### config.mk
export PLATFORM = sky130hd
export DESIGN_NAME = sfr_bank
export DESIGN_NICKNAME = d
export VERILOG_FILES = /design/src/sfr_pkg.sv /design/src/sfr_bank.sv
export SDC_FILE = /design/constraint.sdc
export NUM_CORES = 1
export LEC_CHECK = 0
export BUFFER_PORTS_ARGS = -buffer_cell sky130_fd_sc_hd__buf_4
export CORE_MARGIN = 8
export CORE_UTILIZATION = 45
export CTS_CLUSTER_DIAMETER = 150
export CTS_CLUSTER_SIZE = 30
export DETAILED_ROUTE_END_ITERATION = 7
export MAX_ROUTING_LAYER = met4
export PLACE_DENSITY = 0.91
export SYNTH_ARGS = -nofsm -noshare
export SYNTH_HDL_FRONTEND = slang
export SYNTH_SLANG_ARGS = --single-unit
export TNS_END_PERCENT = 100
### constraint.sdc
create_clock -name clock_in -period 5.2 [get_ports clock_in]
set_clock_uncertainty 0.05 [all_clocks]
set_input_delay 0.26 -clock clock_in [delete_from_list [all_inputs] [get_ports clock_in]]
set_output_delay 0.26 -clock clock_in [all_outputs]
set_load 0.01 [all_outputs]
### src/sfr_pkg.sv
// Package with register map, bit positions and reset values of the special register bank
package sfr_pkg;
   // Printed offsets are indices, byte address is four times the index
   localparam logic [3:0] SFR_IDX_ENABLE_ONE = 4'h0;
   localparam logic [3:0] SFR_IDX_ENABLE_TWO = 4'h1;
   localparam logic [3:0] SFR_IDX_FLAG_ONE = 4'h2;
   localparam logic [3:0] SFR_IDX_FLAG_TWO = 4'h3;
   localparam logic [3:0] SFR_IDX_INT_STATUS = 4'h4;
   localparam logic [3:0] SFR_IDX_INT_MASK = 4'h5;
   localparam logic [3:0] SFR_IDX_LAST = 4'hf;
   // Enable register bit positions
   localparam int SFR_BIT_WDT_IE = 0;
   localparam int SFR_BIT_OSC_IE = 1;
   localparam int SFR_BIT_PIN_IE = 4;
   localparam int SFR_BIT_FLASH_IE = 5;
   // Flag register bit positions
   localparam int SFR_BIT_WDT_FLAG = 0;
   localparam int SFR_BIT_OSC_FLAG = 1;
   localparam int SFR_BIT_POR_FLAG = 2;
   localparam int SFR_BIT_RST_FLAG = 3;
   localparam int SFR_BIT_PIN_FLAG = 4;
   // Implemented bit masks
   localparam logic [7:0] SFR_ENABLE_MASK = 8'h33;
   localparam logic [7:0] SFR_FLAG_MASK = 8'h1f;
   // Status bits: 0 wdt, 1 osc, 2 pin, 3 flash
   localparam logic [3:0] SFR_STATUS_MASK = 4'hf;
   localparam logic [3:0] SFR_STATUS_RESET = 4'h0;
   localparam logic [3:0] SFR_MASK_RESET = 4'h0;
   // Values after power-up clear / power-on
   localparam logic [7:0] SFR_ENABLE_RESET = 8'h00;
   localparam logic [7:0] SFR_FLAG_POR_RESET = 8'h06;
   localparam logic [31:0] SFR_RDATA_RESET = 32'h0000_0000;
endpackage : sfr_pkg

### src/sfr_bank.sv
// Special register bank with enable and flag bytes, APB slave and interrupt requests
`timescale 1ns/100ps

// Summary of operation
// Registers sit in lowest sixteen word locations
// Unassigned bits and bytes one, three absent
// All implemented bits readable and writable
// Power-up clear: enables, pin flag zero; osc one
// Power-on only sets power flag, clears reset/watchdog
// Watchdog enable inert in watchdog reset mode
// Interval mode: enable gates watchdog flag
// Bit one enables and flags oscillator fault
// Bit five flash violation, bit four pin
// Reset-mode pin event sets external reset flag
// Event-mode pin event sets pin flag
// Shared vector ignores global enable
// Empty bits read zero, writes ignored
// Request high while flag and enable both set
module sfr_bank
   import sfr_pkg::*;
(
   input wire logic clock_in, // System clock, 100 MHz
   input wire logic rst_in, // Synchronous power-up clear, active high
   input wire logic power_on_in, // Power-on reset, synchronous, active high
   input wire logic psel_in, // APB select
   input wire logic penable_in, // APB enable
   input wire logic pwrite_in, // APB direction, high for write
   input wire logic [31:0] paddr_in, // APB byte address
   input wire logic [31:0] pwdata_in, // APB write data
   output logic [31:0] prdata_out, // APB read data
   output logic pready_out, // APB ready
   output logic pslverr_out, // APB error for unmapped address
   input wire logic wdt_interval_mode_in, // Watchdog in interval timer mode
   input wire logic wdt_event_in, // Watchdog overflow pulse
   input wire logic osc_fault_in, // Oscillator fault pin level
   input wire logic pin_reset_mode_in, // Shared pin configured for reset
   input wire logic pin_event_in, // Shared pin event pulse, from pin
   input wire logic flash_violation_in, // Flash access violation pulse
   output logic wdt_irq_out, // Watchdog interval request
   output logic shared_irq_out, // High-priority shared vector request
   output logic irq_out // Summary interrupt from status/mask
);

   logic [7:0] irq_enable_one;
   logic [7:0] irq_flag_one;
   logic [3:0] int_status;
   logic [3:0] int_mask;
   logic osc_meta, osc_sync;
   logic pin_meta, pin_sync, pin_sync_d;
   logic pin_edge;
   logic wr_en, rd_en;
   logic [3:0] idx;
   logic idx_ok;
   logic [7:0] next_flag;
   logic wdt_req, shared_req;
   logic [3:0] events;

   // Decode word index inside the sixteen word locations
   function automatic logic [3:0] word_index(input logic [31:0] a);
      word_index = a[5:2];
   endfunction : word_index

   // Register hit on one word index, shared by write ports and checks
   function automatic logic reg_hit(input logic ok, input logic [3:0] at, input logic [3:0] target);
      reg_hit = ok && (at == target);
   endfunction : reg_hit

   assign idx = word_index(paddr_in);
   assign idx_ok = (paddr_in[31:6] == 26'h0) && (paddr_in[1:0] == 2'h0);
   assign wr_en = psel_in && penable_in && pwrite_in;
   assign rd_en = psel_in && penable_in && !pwrite_in;

   // Two-stage synchronisers for pin inputs
   always_ff @(posedge clock_in) begin
      if (rst_in) begin
         osc_meta <= 1'b0;
         osc_sync <= 1'b0;
         pin_meta <= 1'b0;
         pin_sync <= 1'b0;
         pin_sync_d <= 1'b0;
      end else begin
         osc_meta <= osc_fault_in;
         osc_sync <= osc_meta;
         pin_meta <= pin_event_in;
         pin_sync <= pin_meta;
         pin_sync_d <= pin_sync;
      end
   end

   // Rising edge of the synchronised pin event
   assign pin_edge = pin_sync && !pin_sync_d;

   // Enable byte; absent bits are never stored
   always_ff @(posedge clock_in) begin
      if (rst_in || power_on_in) begin
         irq_enable_one <= SFR_ENABLE_RESET;
      end else if (wr_en && reg_hit(idx_ok, idx, SFR_IDX_ENABLE_ONE)) begin
         irq_enable_one <= pwdata_in[7:0] & SFR_ENABLE_MASK;
      end
   end

   // Flag byte next value: software write first, hardware sets win
   always_comb begin
      next_flag = irq_flag_one;
      if (wr_en && reg_hit(idx_ok, idx, SFR_IDX_FLAG_ONE)) begin
         next_flag = pwdata_in[7:0] & SFR_FLAG_MASK;
      end
      if (wdt_event_in) begin
         next_flag[SFR_BIT_WDT_FLAG] = 1'b1;
      end
      if (osc_sync) begin
         next_flag[SFR_BIT_OSC_FLAG] = 1'b1;
      end
      if (pin_edge && pin_reset_mode_in) begin
         next_flag[SFR_BIT_RST_FLAG] = 1'b1;
      end
      if (pin_edge && !pin_reset_mode_in) begin
         next_flag[SFR_BIT_PIN_FLAG] = 1'b1;
      end
   end

   // Flag byte: power-on and power-up clear touch different bits
   always_ff @(posedge clock_in) begin
      if (power_on_in) begin
         // Power-on also performs a clear: osc and power-on flags one, rest zero
         irq_flag_one <= SFR_FLAG_POR_RESET;
      end else if (rst_in) begin
         // Watchdog, power-on and reset flags survive a clear
         irq_flag_one[SFR_BIT_PIN_FLAG] <= 1'b0;
         irq_flag_one[SFR_BIT_OSC_FLAG] <= 1'b1;
      end else begin
         irq_flag_one <= next_flag;
      end
   end

   // Request gating; global enable plays no part here
   assign wdt_req = wdt_interval_mode_in && irq_enable_one[SFR_BIT_WDT_IE]
      && irq_flag_one[SFR_BIT_WDT_FLAG];
   assign shared_req = (irq_enable_one[SFR_BIT_OSC_IE] && irq_flag_one[SFR_BIT_OSC_FLAG])
      || (irq_enable_one[SFR_BIT_PIN_IE] && irq_flag_one[SFR_BIT_PIN_FLAG])
      || (irq_enable_one[SFR_BIT_FLASH_IE] && flash_violation_in);

   // Registered request outputs
   always_ff @(posedge clock_in) begin
      if (rst_in || power_on_in) begin
         wdt_irq_out <= 1'b0;
         shared_irq_out <= 1'b0;
      end else begin
         wdt_irq_out <= wdt_req;
         shared_irq_out <= shared_req;
      end
   end

   // Sticky events for the summary interrupt
   assign events = {flash_violation_in, pin_edge, osc_sync, wdt_event_in};

   // Status: write one clears, a new event wins over the clear
   always_ff @(posedge clock_in) begin
      if (rst_in || power_on_in) begin
         int_status <= SFR_STATUS_RESET;
      end else if (wr_en && reg_hit(idx_ok, idx, SFR_IDX_INT_STATUS)) begin
         int_status <= (int_status & ~pwdata_in[3:0]) | events;
      end else begin
         int_status <= int_status | events;
      end
   end

   // Mask register
   always_ff @(posedge clock_in) begin
      if (rst_in || power_on_in) begin
         int_mask <= SFR_MASK_RESET;
      end else if (wr_en && reg_hit(idx_ok, idx, SFR_IDX_INT_MASK)) begin
         int_mask <= pwdata_in[3:0] & SFR_STATUS_MASK;
      end
   end

   // Level interrupt, one cycle after status changes
   always_ff @(posedge clock_in) begin
      if (rst_in || power_on_in) begin
         irq_out <= 1'b0;
      end else begin
         irq_out <= |(int_status & int_mask);
      end
   end

   // APB answer: no wait states, ready registered in setup cycle
   always_ff @(posedge clock_in) begin
      if (rst_in || power_on_in) begin
         pready_out <= 1'b0;
         pslverr_out <= 1'b0;
         prdata_out <= SFR_RDATA_RESET;
      end else begin
         pready_out <= psel_in && !penable_in;
         pslverr_out <= psel_in && !penable_in && !idx_ok;
         prdata_out <= SFR_RDATA_RESET;
         if (psel_in && !penable_in && !pwrite_in && idx_ok) begin
            case (idx)
               SFR_IDX_ENABLE_ONE: prdata_out <= {24'h0, irq_enable_one};
               SFR_IDX_FLAG_ONE: prdata_out <= {24'h0, irq_flag_one};
               SFR_IDX_INT_STATUS: prdata_out <= {28'h0, int_status};
               SFR_IDX_INT_MASK: prdata_out <= {28'h0, int_mask};
               default: prdata_out <= SFR_RDATA_RESET;
            endcase
         end
      end
   end

   // Assertions
   property p_enable_clean;
      @(posedge clock_in) disable iff (rst_in || power_on_in)
      (irq_enable_one & ~SFR_ENABLE_MASK) == 8'h00;
   endproperty
   a_enable_clean: assert property (p_enable_clean) else $error("enable bit outside mask set");

   property p_flag_clean;
      @(posedge clock_in) disable iff (rst_in || power_on_in)
      (irq_flag_one & ~SFR_FLAG_MASK) == 8'h00;
   endproperty
   a_flag_clean: assert property (p_flag_clean) else $error("flag bit outside mask set");

   property p_puc_values;
      @(posedge clock_in) rst_in && !power_on_in |=> irq_enable_one == 8'h00
         && irq_flag_one[SFR_BIT_OSC_FLAG] && !irq_flag_one[SFR_BIT_PIN_FLAG];
   endproperty
   a_puc_values: assert property (p_puc_values) else $error("power-up clear values wrong");

   property p_puc_keeps;
      @(posedge clock_in) rst_in && !power_on_in |=>
         irq_flag_one[SFR_BIT_RST_FLAG] == $past(irq_flag_one[SFR_BIT_RST_FLAG]);
   endproperty
   a_puc_keeps: assert property (p_puc_keeps) else $error("reset flag lost on clear");

   property p_por_flag;
      @(posedge clock_in) power_on_in |=> irq_flag_one[SFR_BIT_POR_FLAG] && !irq_flag_one[SFR_BIT_WDT_FLAG];
   endproperty
   a_por_flag: assert property (p_por_flag) else $error("power-on flag values wrong");

   property p_wdt_gate;
      @(posedge clock_in) disable iff (rst_in || power_on_in)
      !wdt_interval_mode_in |=> !wdt_irq_out;
   endproperty
   a_wdt_gate: assert property (p_wdt_gate) else $error("watchdog request in reset mode");

   property p_wdt_req;
      @(posedge clock_in) disable iff (rst_in || power_on_in)
      wdt_req |=> wdt_irq_out;
   endproperty
   a_wdt_req: assert property (p_wdt_req) else $error("interval request missing");

   property p_osc_set;
      @(posedge clock_in) disable iff (rst_in || power_on_in)
      osc_fault_in ##2 osc_fault_in |=> irq_flag_one[SFR_BIT_OSC_FLAG];
   endproperty
   a_osc_set: assert property (p_osc_set) else $error("oscillator fault flag not set");

   property p_pin_split;
      @(posedge clock_in) disable iff (rst_in || power_on_in)
      pin_edge && !pin_reset_mode_in |=> irq_flag_one[SFR_BIT_PIN_FLAG];
   endproperty
   a_pin_split: assert property (p_pin_split) else $error("pin event flag not set");

   property p_rst_pin;
      @(posedge clock_in) disable iff (rst_in || power_on_in)
      pin_edge && pin_reset_mode_in |=> irq_flag_one[SFR_BIT_RST_FLAG];
   endproperty
   a_rst_pin: assert property (p_rst_pin) else $error("external reset flag not set");

   property p_shared;
      @(posedge clock_in) disable iff (rst_in || power_on_in)
      shared_req |=> shared_irq_out;
   endproperty
   a_shared: assert property (p_shared) else $error("shared request missing");

   property p_ready;
      @(posedge clock_in) disable iff (rst_in || power_on_in)
      psel_in && !penable_in |=> pready_out;
   endproperty
   a_ready: assert property (p_ready) else $error("apb ready late");

   // Register bus answers
   property p_slverr;
      @(posedge clock_in) disable iff (rst_in || power_on_in)
      psel_in && !penable_in && !idx_ok |=> pslverr_out;
   endproperty
   a_slverr: assert property (p_slverr) else $error("unmapped access not refused");

   property p_empty_read;
      @(posedge clock_in) disable iff (rst_in || power_on_in)
      psel_in && !penable_in && !pwrite_in
         && (reg_hit(idx_ok, idx, SFR_IDX_ENABLE_TWO) || reg_hit(idx_ok, idx, SFR_IDX_FLAG_TWO))
         |=> prdata_out == SFR_RDATA_RESET;
   endproperty
   a_empty_read: assert property (p_empty_read) else $error("empty byte reads nonzero");

   // Software writes land, hardware sets excepted
   property p_enable_write;
      @(posedge clock_in) disable iff (rst_in || power_on_in)
      wr_en && reg_hit(idx_ok, idx, SFR_IDX_ENABLE_ONE)
         |=> irq_enable_one == ($past(pwdata_in[7:0]) & SFR_ENABLE_MASK);
   endproperty
   a_enable_write: assert property (p_enable_write) else $error("enable write lost");

   property p_flag_write;
      @(posedge clock_in) disable iff (rst_in || power_on_in)
      wr_en && reg_hit(idx_ok, idx, SFR_IDX_FLAG_ONE) && !wdt_event_in && !osc_sync && !pin_edge
         |=> irq_flag_one == ($past(pwdata_in[7:0]) & SFR_FLAG_MASK);
   endproperty
   a_flag_write: assert property (p_flag_write) else $error("flag write lost");

   // Flags hold until software or reset clears them
   property p_flag_sticky;
      @(posedge clock_in) disable iff (rst_in || power_on_in)
      irq_flag_one[SFR_BIT_PIN_FLAG] && !(wr_en && reg_hit(idx_ok, idx, SFR_IDX_FLAG_ONE))
         |=> irq_flag_one[SFR_BIT_PIN_FLAG];
   endproperty
   a_flag_sticky: assert property (p_flag_sticky) else $error("pin flag dropped by itself");

   property p_por_only;
      @(posedge clock_in) !power_on_in && !irq_flag_one[SFR_BIT_POR_FLAG]
         && !(wr_en && reg_hit(idx_ok, idx, SFR_IDX_FLAG_ONE)) |=> !irq_flag_one[SFR_BIT_POR_FLAG];
   endproperty
   a_por_only: assert property (p_por_only) else $error("power-on flag set without power-on");

   // Request outputs follow their gates
   property p_flash_req;
      @(posedge clock_in) disable iff (rst_in || power_on_in)
      irq_enable_one[SFR_BIT_FLASH_IE] && flash_violation_in |=> shared_irq_out;
   endproperty
   a_flash_req: assert property (p_flash_req) else $error("flash violation request missing");

   property p_shared_off;
      @(posedge clock_in) disable iff (rst_in || power_on_in)
      !shared_req |=> !shared_irq_out;
   endproperty
   a_shared_off: assert property (p_shared_off) else $error("shared request without gate");

   property p_summary;
      @(posedge clock_in) disable iff (rst_in || power_on_in)
      |(int_status & int_mask) |=> irq_out;
   endproperty
   a_summary: assert property (p_summary) else $error("summary interrupt missing");

   property p_status_set;
      @(posedge clock_in) disable iff (rst_in || power_on_in)
      |events |=> (int_status & $past(events)) == $past(events);
   endproperty
   a_status_set: assert property (p_status_set) else $error("status event lost");

   c_write_enable: cover property (@(posedge clock_in) wr_en && idx == SFR_IDX_ENABLE_ONE);
   c_wdt_irq: cover property (@(posedge clock_in) wdt_irq_out);
   c_shared_irq: cover property (@(posedge clock_in) shared_irq_out);
   c_summary_irq: cover property (@(posedge clock_in) irq_out);
   c_pin_event: cover property (@(posedge clock_in) pin_edge && !pin_reset_mode_in);

endmodule : sfr_bank

# After elaboration in Yosys (flattened, before gate mapping)
# Index checks and enable logic that the tools add are counted.
# classes
n_eq_ne	3
muxes	6
bitwise_logic	7
reduce_logical	44
# ops
operator	count
logical NOT 26 bit	1
one-hot mux 6 bit (4 select lines)	1
logical AND 1 bit	23
bitwise AND 4 bit	2
== test 4 x 3 -> 1 bit (second input constant)	2
OR 4 bit	2
AND reduction 2 bit	3
nonzero test 2 bit	3
logical NOT 1 bit	5
two-way mux 5 bit	1
== test 4 x 2 -> 1 bit (second input constant)	1
logical NOT 4 bit	1
two-way mux 4 bit	1
NOT 4 bit	1
OR reduction 2 bit	2
OR reduction 4 bit	1
logical OR 1 bit	3
two-way mux 1 bit	3
OR reduction 3 bit	1
logical NOT 2 bit	1
NOT 1 bit	2
# totals
register_bits	59
input_bits	76
output_inout_bits	37
word_cells	79

# Depth between registers and ports, before layout
# depth
ltp_word	6
depth_mapped	6
depth_no_buf	4

# Least setup slack after synthesis
# OpenSTA, ideal clock, no wires.
# synth_timing
path_type	input port to flip-flop
from	input paddr_in[21]
to	register int_mask[0]
setup_ns	0.132
arrival_ns	1.773
t_required_ns	5.018
setup_slack_ns	3.245
stages	5
n_path_buf	1
cell_sequence	or4_4 or4_4 buf_6 o31ai_1 a21oi_1
# synth_via
elab_chain_len	4
# synth_rtl
element	line_no	text
from (decl)	sfr_bank.sv:28	input wire logic [31:0] paddr_in,
logical NOT 26 bit	sfr_bank.sv:69	assign idx_ok = (paddr_in[31:6] == 26'h0) && (paddr_in[1:0] == 2'h0);
logical AND 1 bit	sfr_bank.sv:69	
logical AND 1 bit	sfr_bank.sv:65	reg_hit = ok && (at == target);
logical AND 1 bit	sfr_bank.sv:172	end else if (wr_en && reg_hit(idx_ok, idx, SFR_IDX_INT_MASK)) begin
to (signal assigned)	sfr_bank.sv:173	int_mask <= pwdata_in[3:0] & SFR_STATUS_MASK;
to (decl)	sfr_bank.sv:47	logic [3:0] int_mask;
# No other way between the ends.
# A chain may end at the register's enable or synchronous reset.

# Worst setup path after layout
# layout_timing
from	input paddr_in[21]
to	register irq_flag_one[2]
# layout_via
elab_chain_len	5
# layout_rtl
element	line_no	text
logical NOT 26 bit	sfr_bank.sv:69	
logical AND 1 bit	sfr_bank.sv:69	
logical AND 1 bit	sfr_bank.sv:65	
logical AND 1 bit	sfr_bank.sv:105	if (wr_en && reg_hit(idx_ok, idx, SFR_IDX_FLAG_ONE)) begin
AND reduction 2 bit (no source line)	--	
to (signal assigned)	sfr_bank.sv:132	irq_flag_one <= next_flag;
to (decl)	sfr_bank.sv:45	logic [7:0] irq_flag_one;
# No other way between the ends.

==> out/qor.yml <==
synth_cells: 192
dp.cells: 289
reg2reg_from: "pin_sync"
rows: 22
overflow: 0
hp-start: "paddr_in[5]"
reg2reg_slack_ns: 4.10
die-width_um: 77.4
startpoint_type: "input port"
gp_congestion: 0.898
power_mw: 0.506
cts_setup_buffers: 0
clkLatencyLatePin_ns: 0.29
layout-drive-gt1-share_pct: 30.1
worstPathRequired_ns: 5.32
final_cell_count_no_fill: 297
holdBufCountCts: 0
critPathMaxStageDelay_ns: 0.98
final_common_cell: "buf_4"
core_um2: 3630
grt_util_all_layers_pct: 15.9
layout_min_cycle_time_ns: 2.26
dpl_cell_area_um2: 2060
die_y_um: 77.4
synth_top_flop_cell: "dfxtp_1"
hold_viol: 0
wl_mm: 4.58
synth-seq-cells: 33
start_util_pct: 46.8
min_period_over_period_pct: 43.4
grt_max_degree: 16
vias: 1603
synth_edf_count: 0
cts_htree_levels: 2
finalSetupTns_ns: 0
clock_path_buffers: 2
synth_cell_types: 39
vias_per_cell: 5.40
end_kind: "flop"
final_cell_area_um2: 2140
grt_pass1_wl_mm: 7.57
dr.pass1.iters: 4
post-route-util_pct: 59.0
status: "completed"
crit_chain: "buf_4 -> or4_4 -> nor4_2 -> nand4_1 -> mux2i_1"
drt_iter0_drc: 142
ys_warn_count: 0
area_growth_pct: 26.1
maxSlewViolCount: 0
tightest_slew_ns: 1.12
grt_pass1_vias: 1644
p_per_area_nw_per_um2: 236
mostFrequentLayoutCells: "buf_4, dfxtp_1, conb_1, nor2_1, a21oi_1"
drv_cap: 0
die_area_um2: 6000
slew_headroom_pct: 24.9
cts_buffers: 5
place.port_buffers: 60
pre_cts_ws_ns: 2.66
final_nets: 324
netlist_area_um2: 1700
antenna_found_initial: 0
hp-class: "in -> reg"
fin_ws_ns: 2.94
fin_hold_ws_ns: 0.110
ant_nets: 0
ios: 113
post-route-drc-count: 0
synth-seq-area-share_pct: 38.9
crit_path_max_fanout: 13
clk_pin_slew_worst_paths_ns: 0.06
n_antenna_cell: 0
cts_tree: "done"
arrival_ns: 2.38
crit_start: "paddr_in[21]"
syn_avg_cell_area_um2: 8.85
crit_type: "in -> reg"
cts_sinks: 33
ctsResizeCount: 0
rsz0062_at_grt: "no"
post_drt_wl_per_cell_um: 15.4
synth_async_sr_flop_share_pct: 0
cts_root_buf: "clkbuf_8"
slowest_stage: "nor4_2"
dpl.hpwl_mm: 3.72
num-fill-cells: 348
p_leak_nw: 0.893
setup_violations: 0
fmax_ghz: 0.443
ir_worst_vdd_v: 0.000171
## cell usage after synthesis (2+ instances only)
library cell | n | area (um2)
and2_1 | 3 | 18.8
and4_1 | 2 | 17.5
a41oi_1 | 5 | 43.8
nand4_1 | 10 | 62.6
a21oi_1 | 14 | 70.1
o31ai_1 | 9 | 67.6
nor3b_1 | 2 | 15.0
a31oi_1 | 4 | 25.0
nand3_1 | 2 | 10.0
clkbuf_1 | 8 | 30.0
inv_1 | 6 | 22.5
a22oi_1 | 4 | 30.0
nor4_1 | 4 | 25.0
or4_4 | 3 | 33.8
nor2b_1 | 7 | 43.8
o21ai_0 | 4 | 20.0
nor3_1 | 5 | 25.0
nand2b_1 | 2 | 12.5
nand2_1 | 2 | 7.51
buf_4 | 26 | 195
nor2_1 | 14 | 52.6
mux2i_1 | 3 | 30.0
a41o_1 | 2 | 20.0
dfxtp_1 | 33 | 661
nor4_2 | 2 | 25.0
mux2_2 | 3 | 33.8
## final timing paths
check             depth (start not counted)               to
setup / recovery                          5  irq_flag_one[2]
hold / removal                            2    prdata_out[0]
setup reg to reg                          4  irq_flag_one[3]
hold reg to reg                           1         osc_sync
## flip-flops by register name, indices dropped and copies added, names as in the netlist
name and count:
pin_sync_d 1, pslverr_out 1, wdt_irq_out 1, irq_out 1, irq_flag_one 5, irq_enable_one 4
int_status 4, pready_out 1, pin_sync 1, shared_irq_out 1, prdata_out 6, int_mask 4
pin_meta 1, osc_meta 1, osc_sync 1
## critical path, delay by kind of cell
family | cells | cell delay, ns
buffers and inverters | 1 | 0.11
muxes | 1 | 0.18
and+or+nand+nor | 3 | 1.84
## power breakdown
part | internal, mW | switching (mW) | total (mW)
combinational | 0.0324 | 0.0325 | 0.0649
sequential | 0.257 | 0.00249 | 0.259
clock | 0.0949 | 0.0871 | 0.182
## routing by layer
metal | part of all wire [%] | GRT usage, % | up-vias
met5 | 0 | - | -
met3 | 8.8 | 6.57 | 12
met1 | 41 | 16.6 | 733
met4 | 1.6 | 5.47 | 0
li1 | - | - | 776
met2 | 48 | 26.5 | 82
## area by class of cell
cell class | instances | area [um2] | area share (%)
well taps | 48 | 60.1 | 2.80
inverters | 6 | 22.5 | 1.05
multi-input cells | 142 | 868 | 40.5
clock buffers | 8 | 80.1 | 3.74
flip-flops and latches | 33 | 661 | 30.8
repair buffers | 60 | 450 | 21.0
## logic make-up after synthesis
family          count (synthesis)  share of synthesized area, %
other cells                     1                         0.221
buf+inv                        42                          15.5
mux                             6                          3.76
compound gates                 47                          18.8
flops                          33                          38.9
simple gates                   63                          22.8
Note: power is estimated with default switching activity, not from simulation.
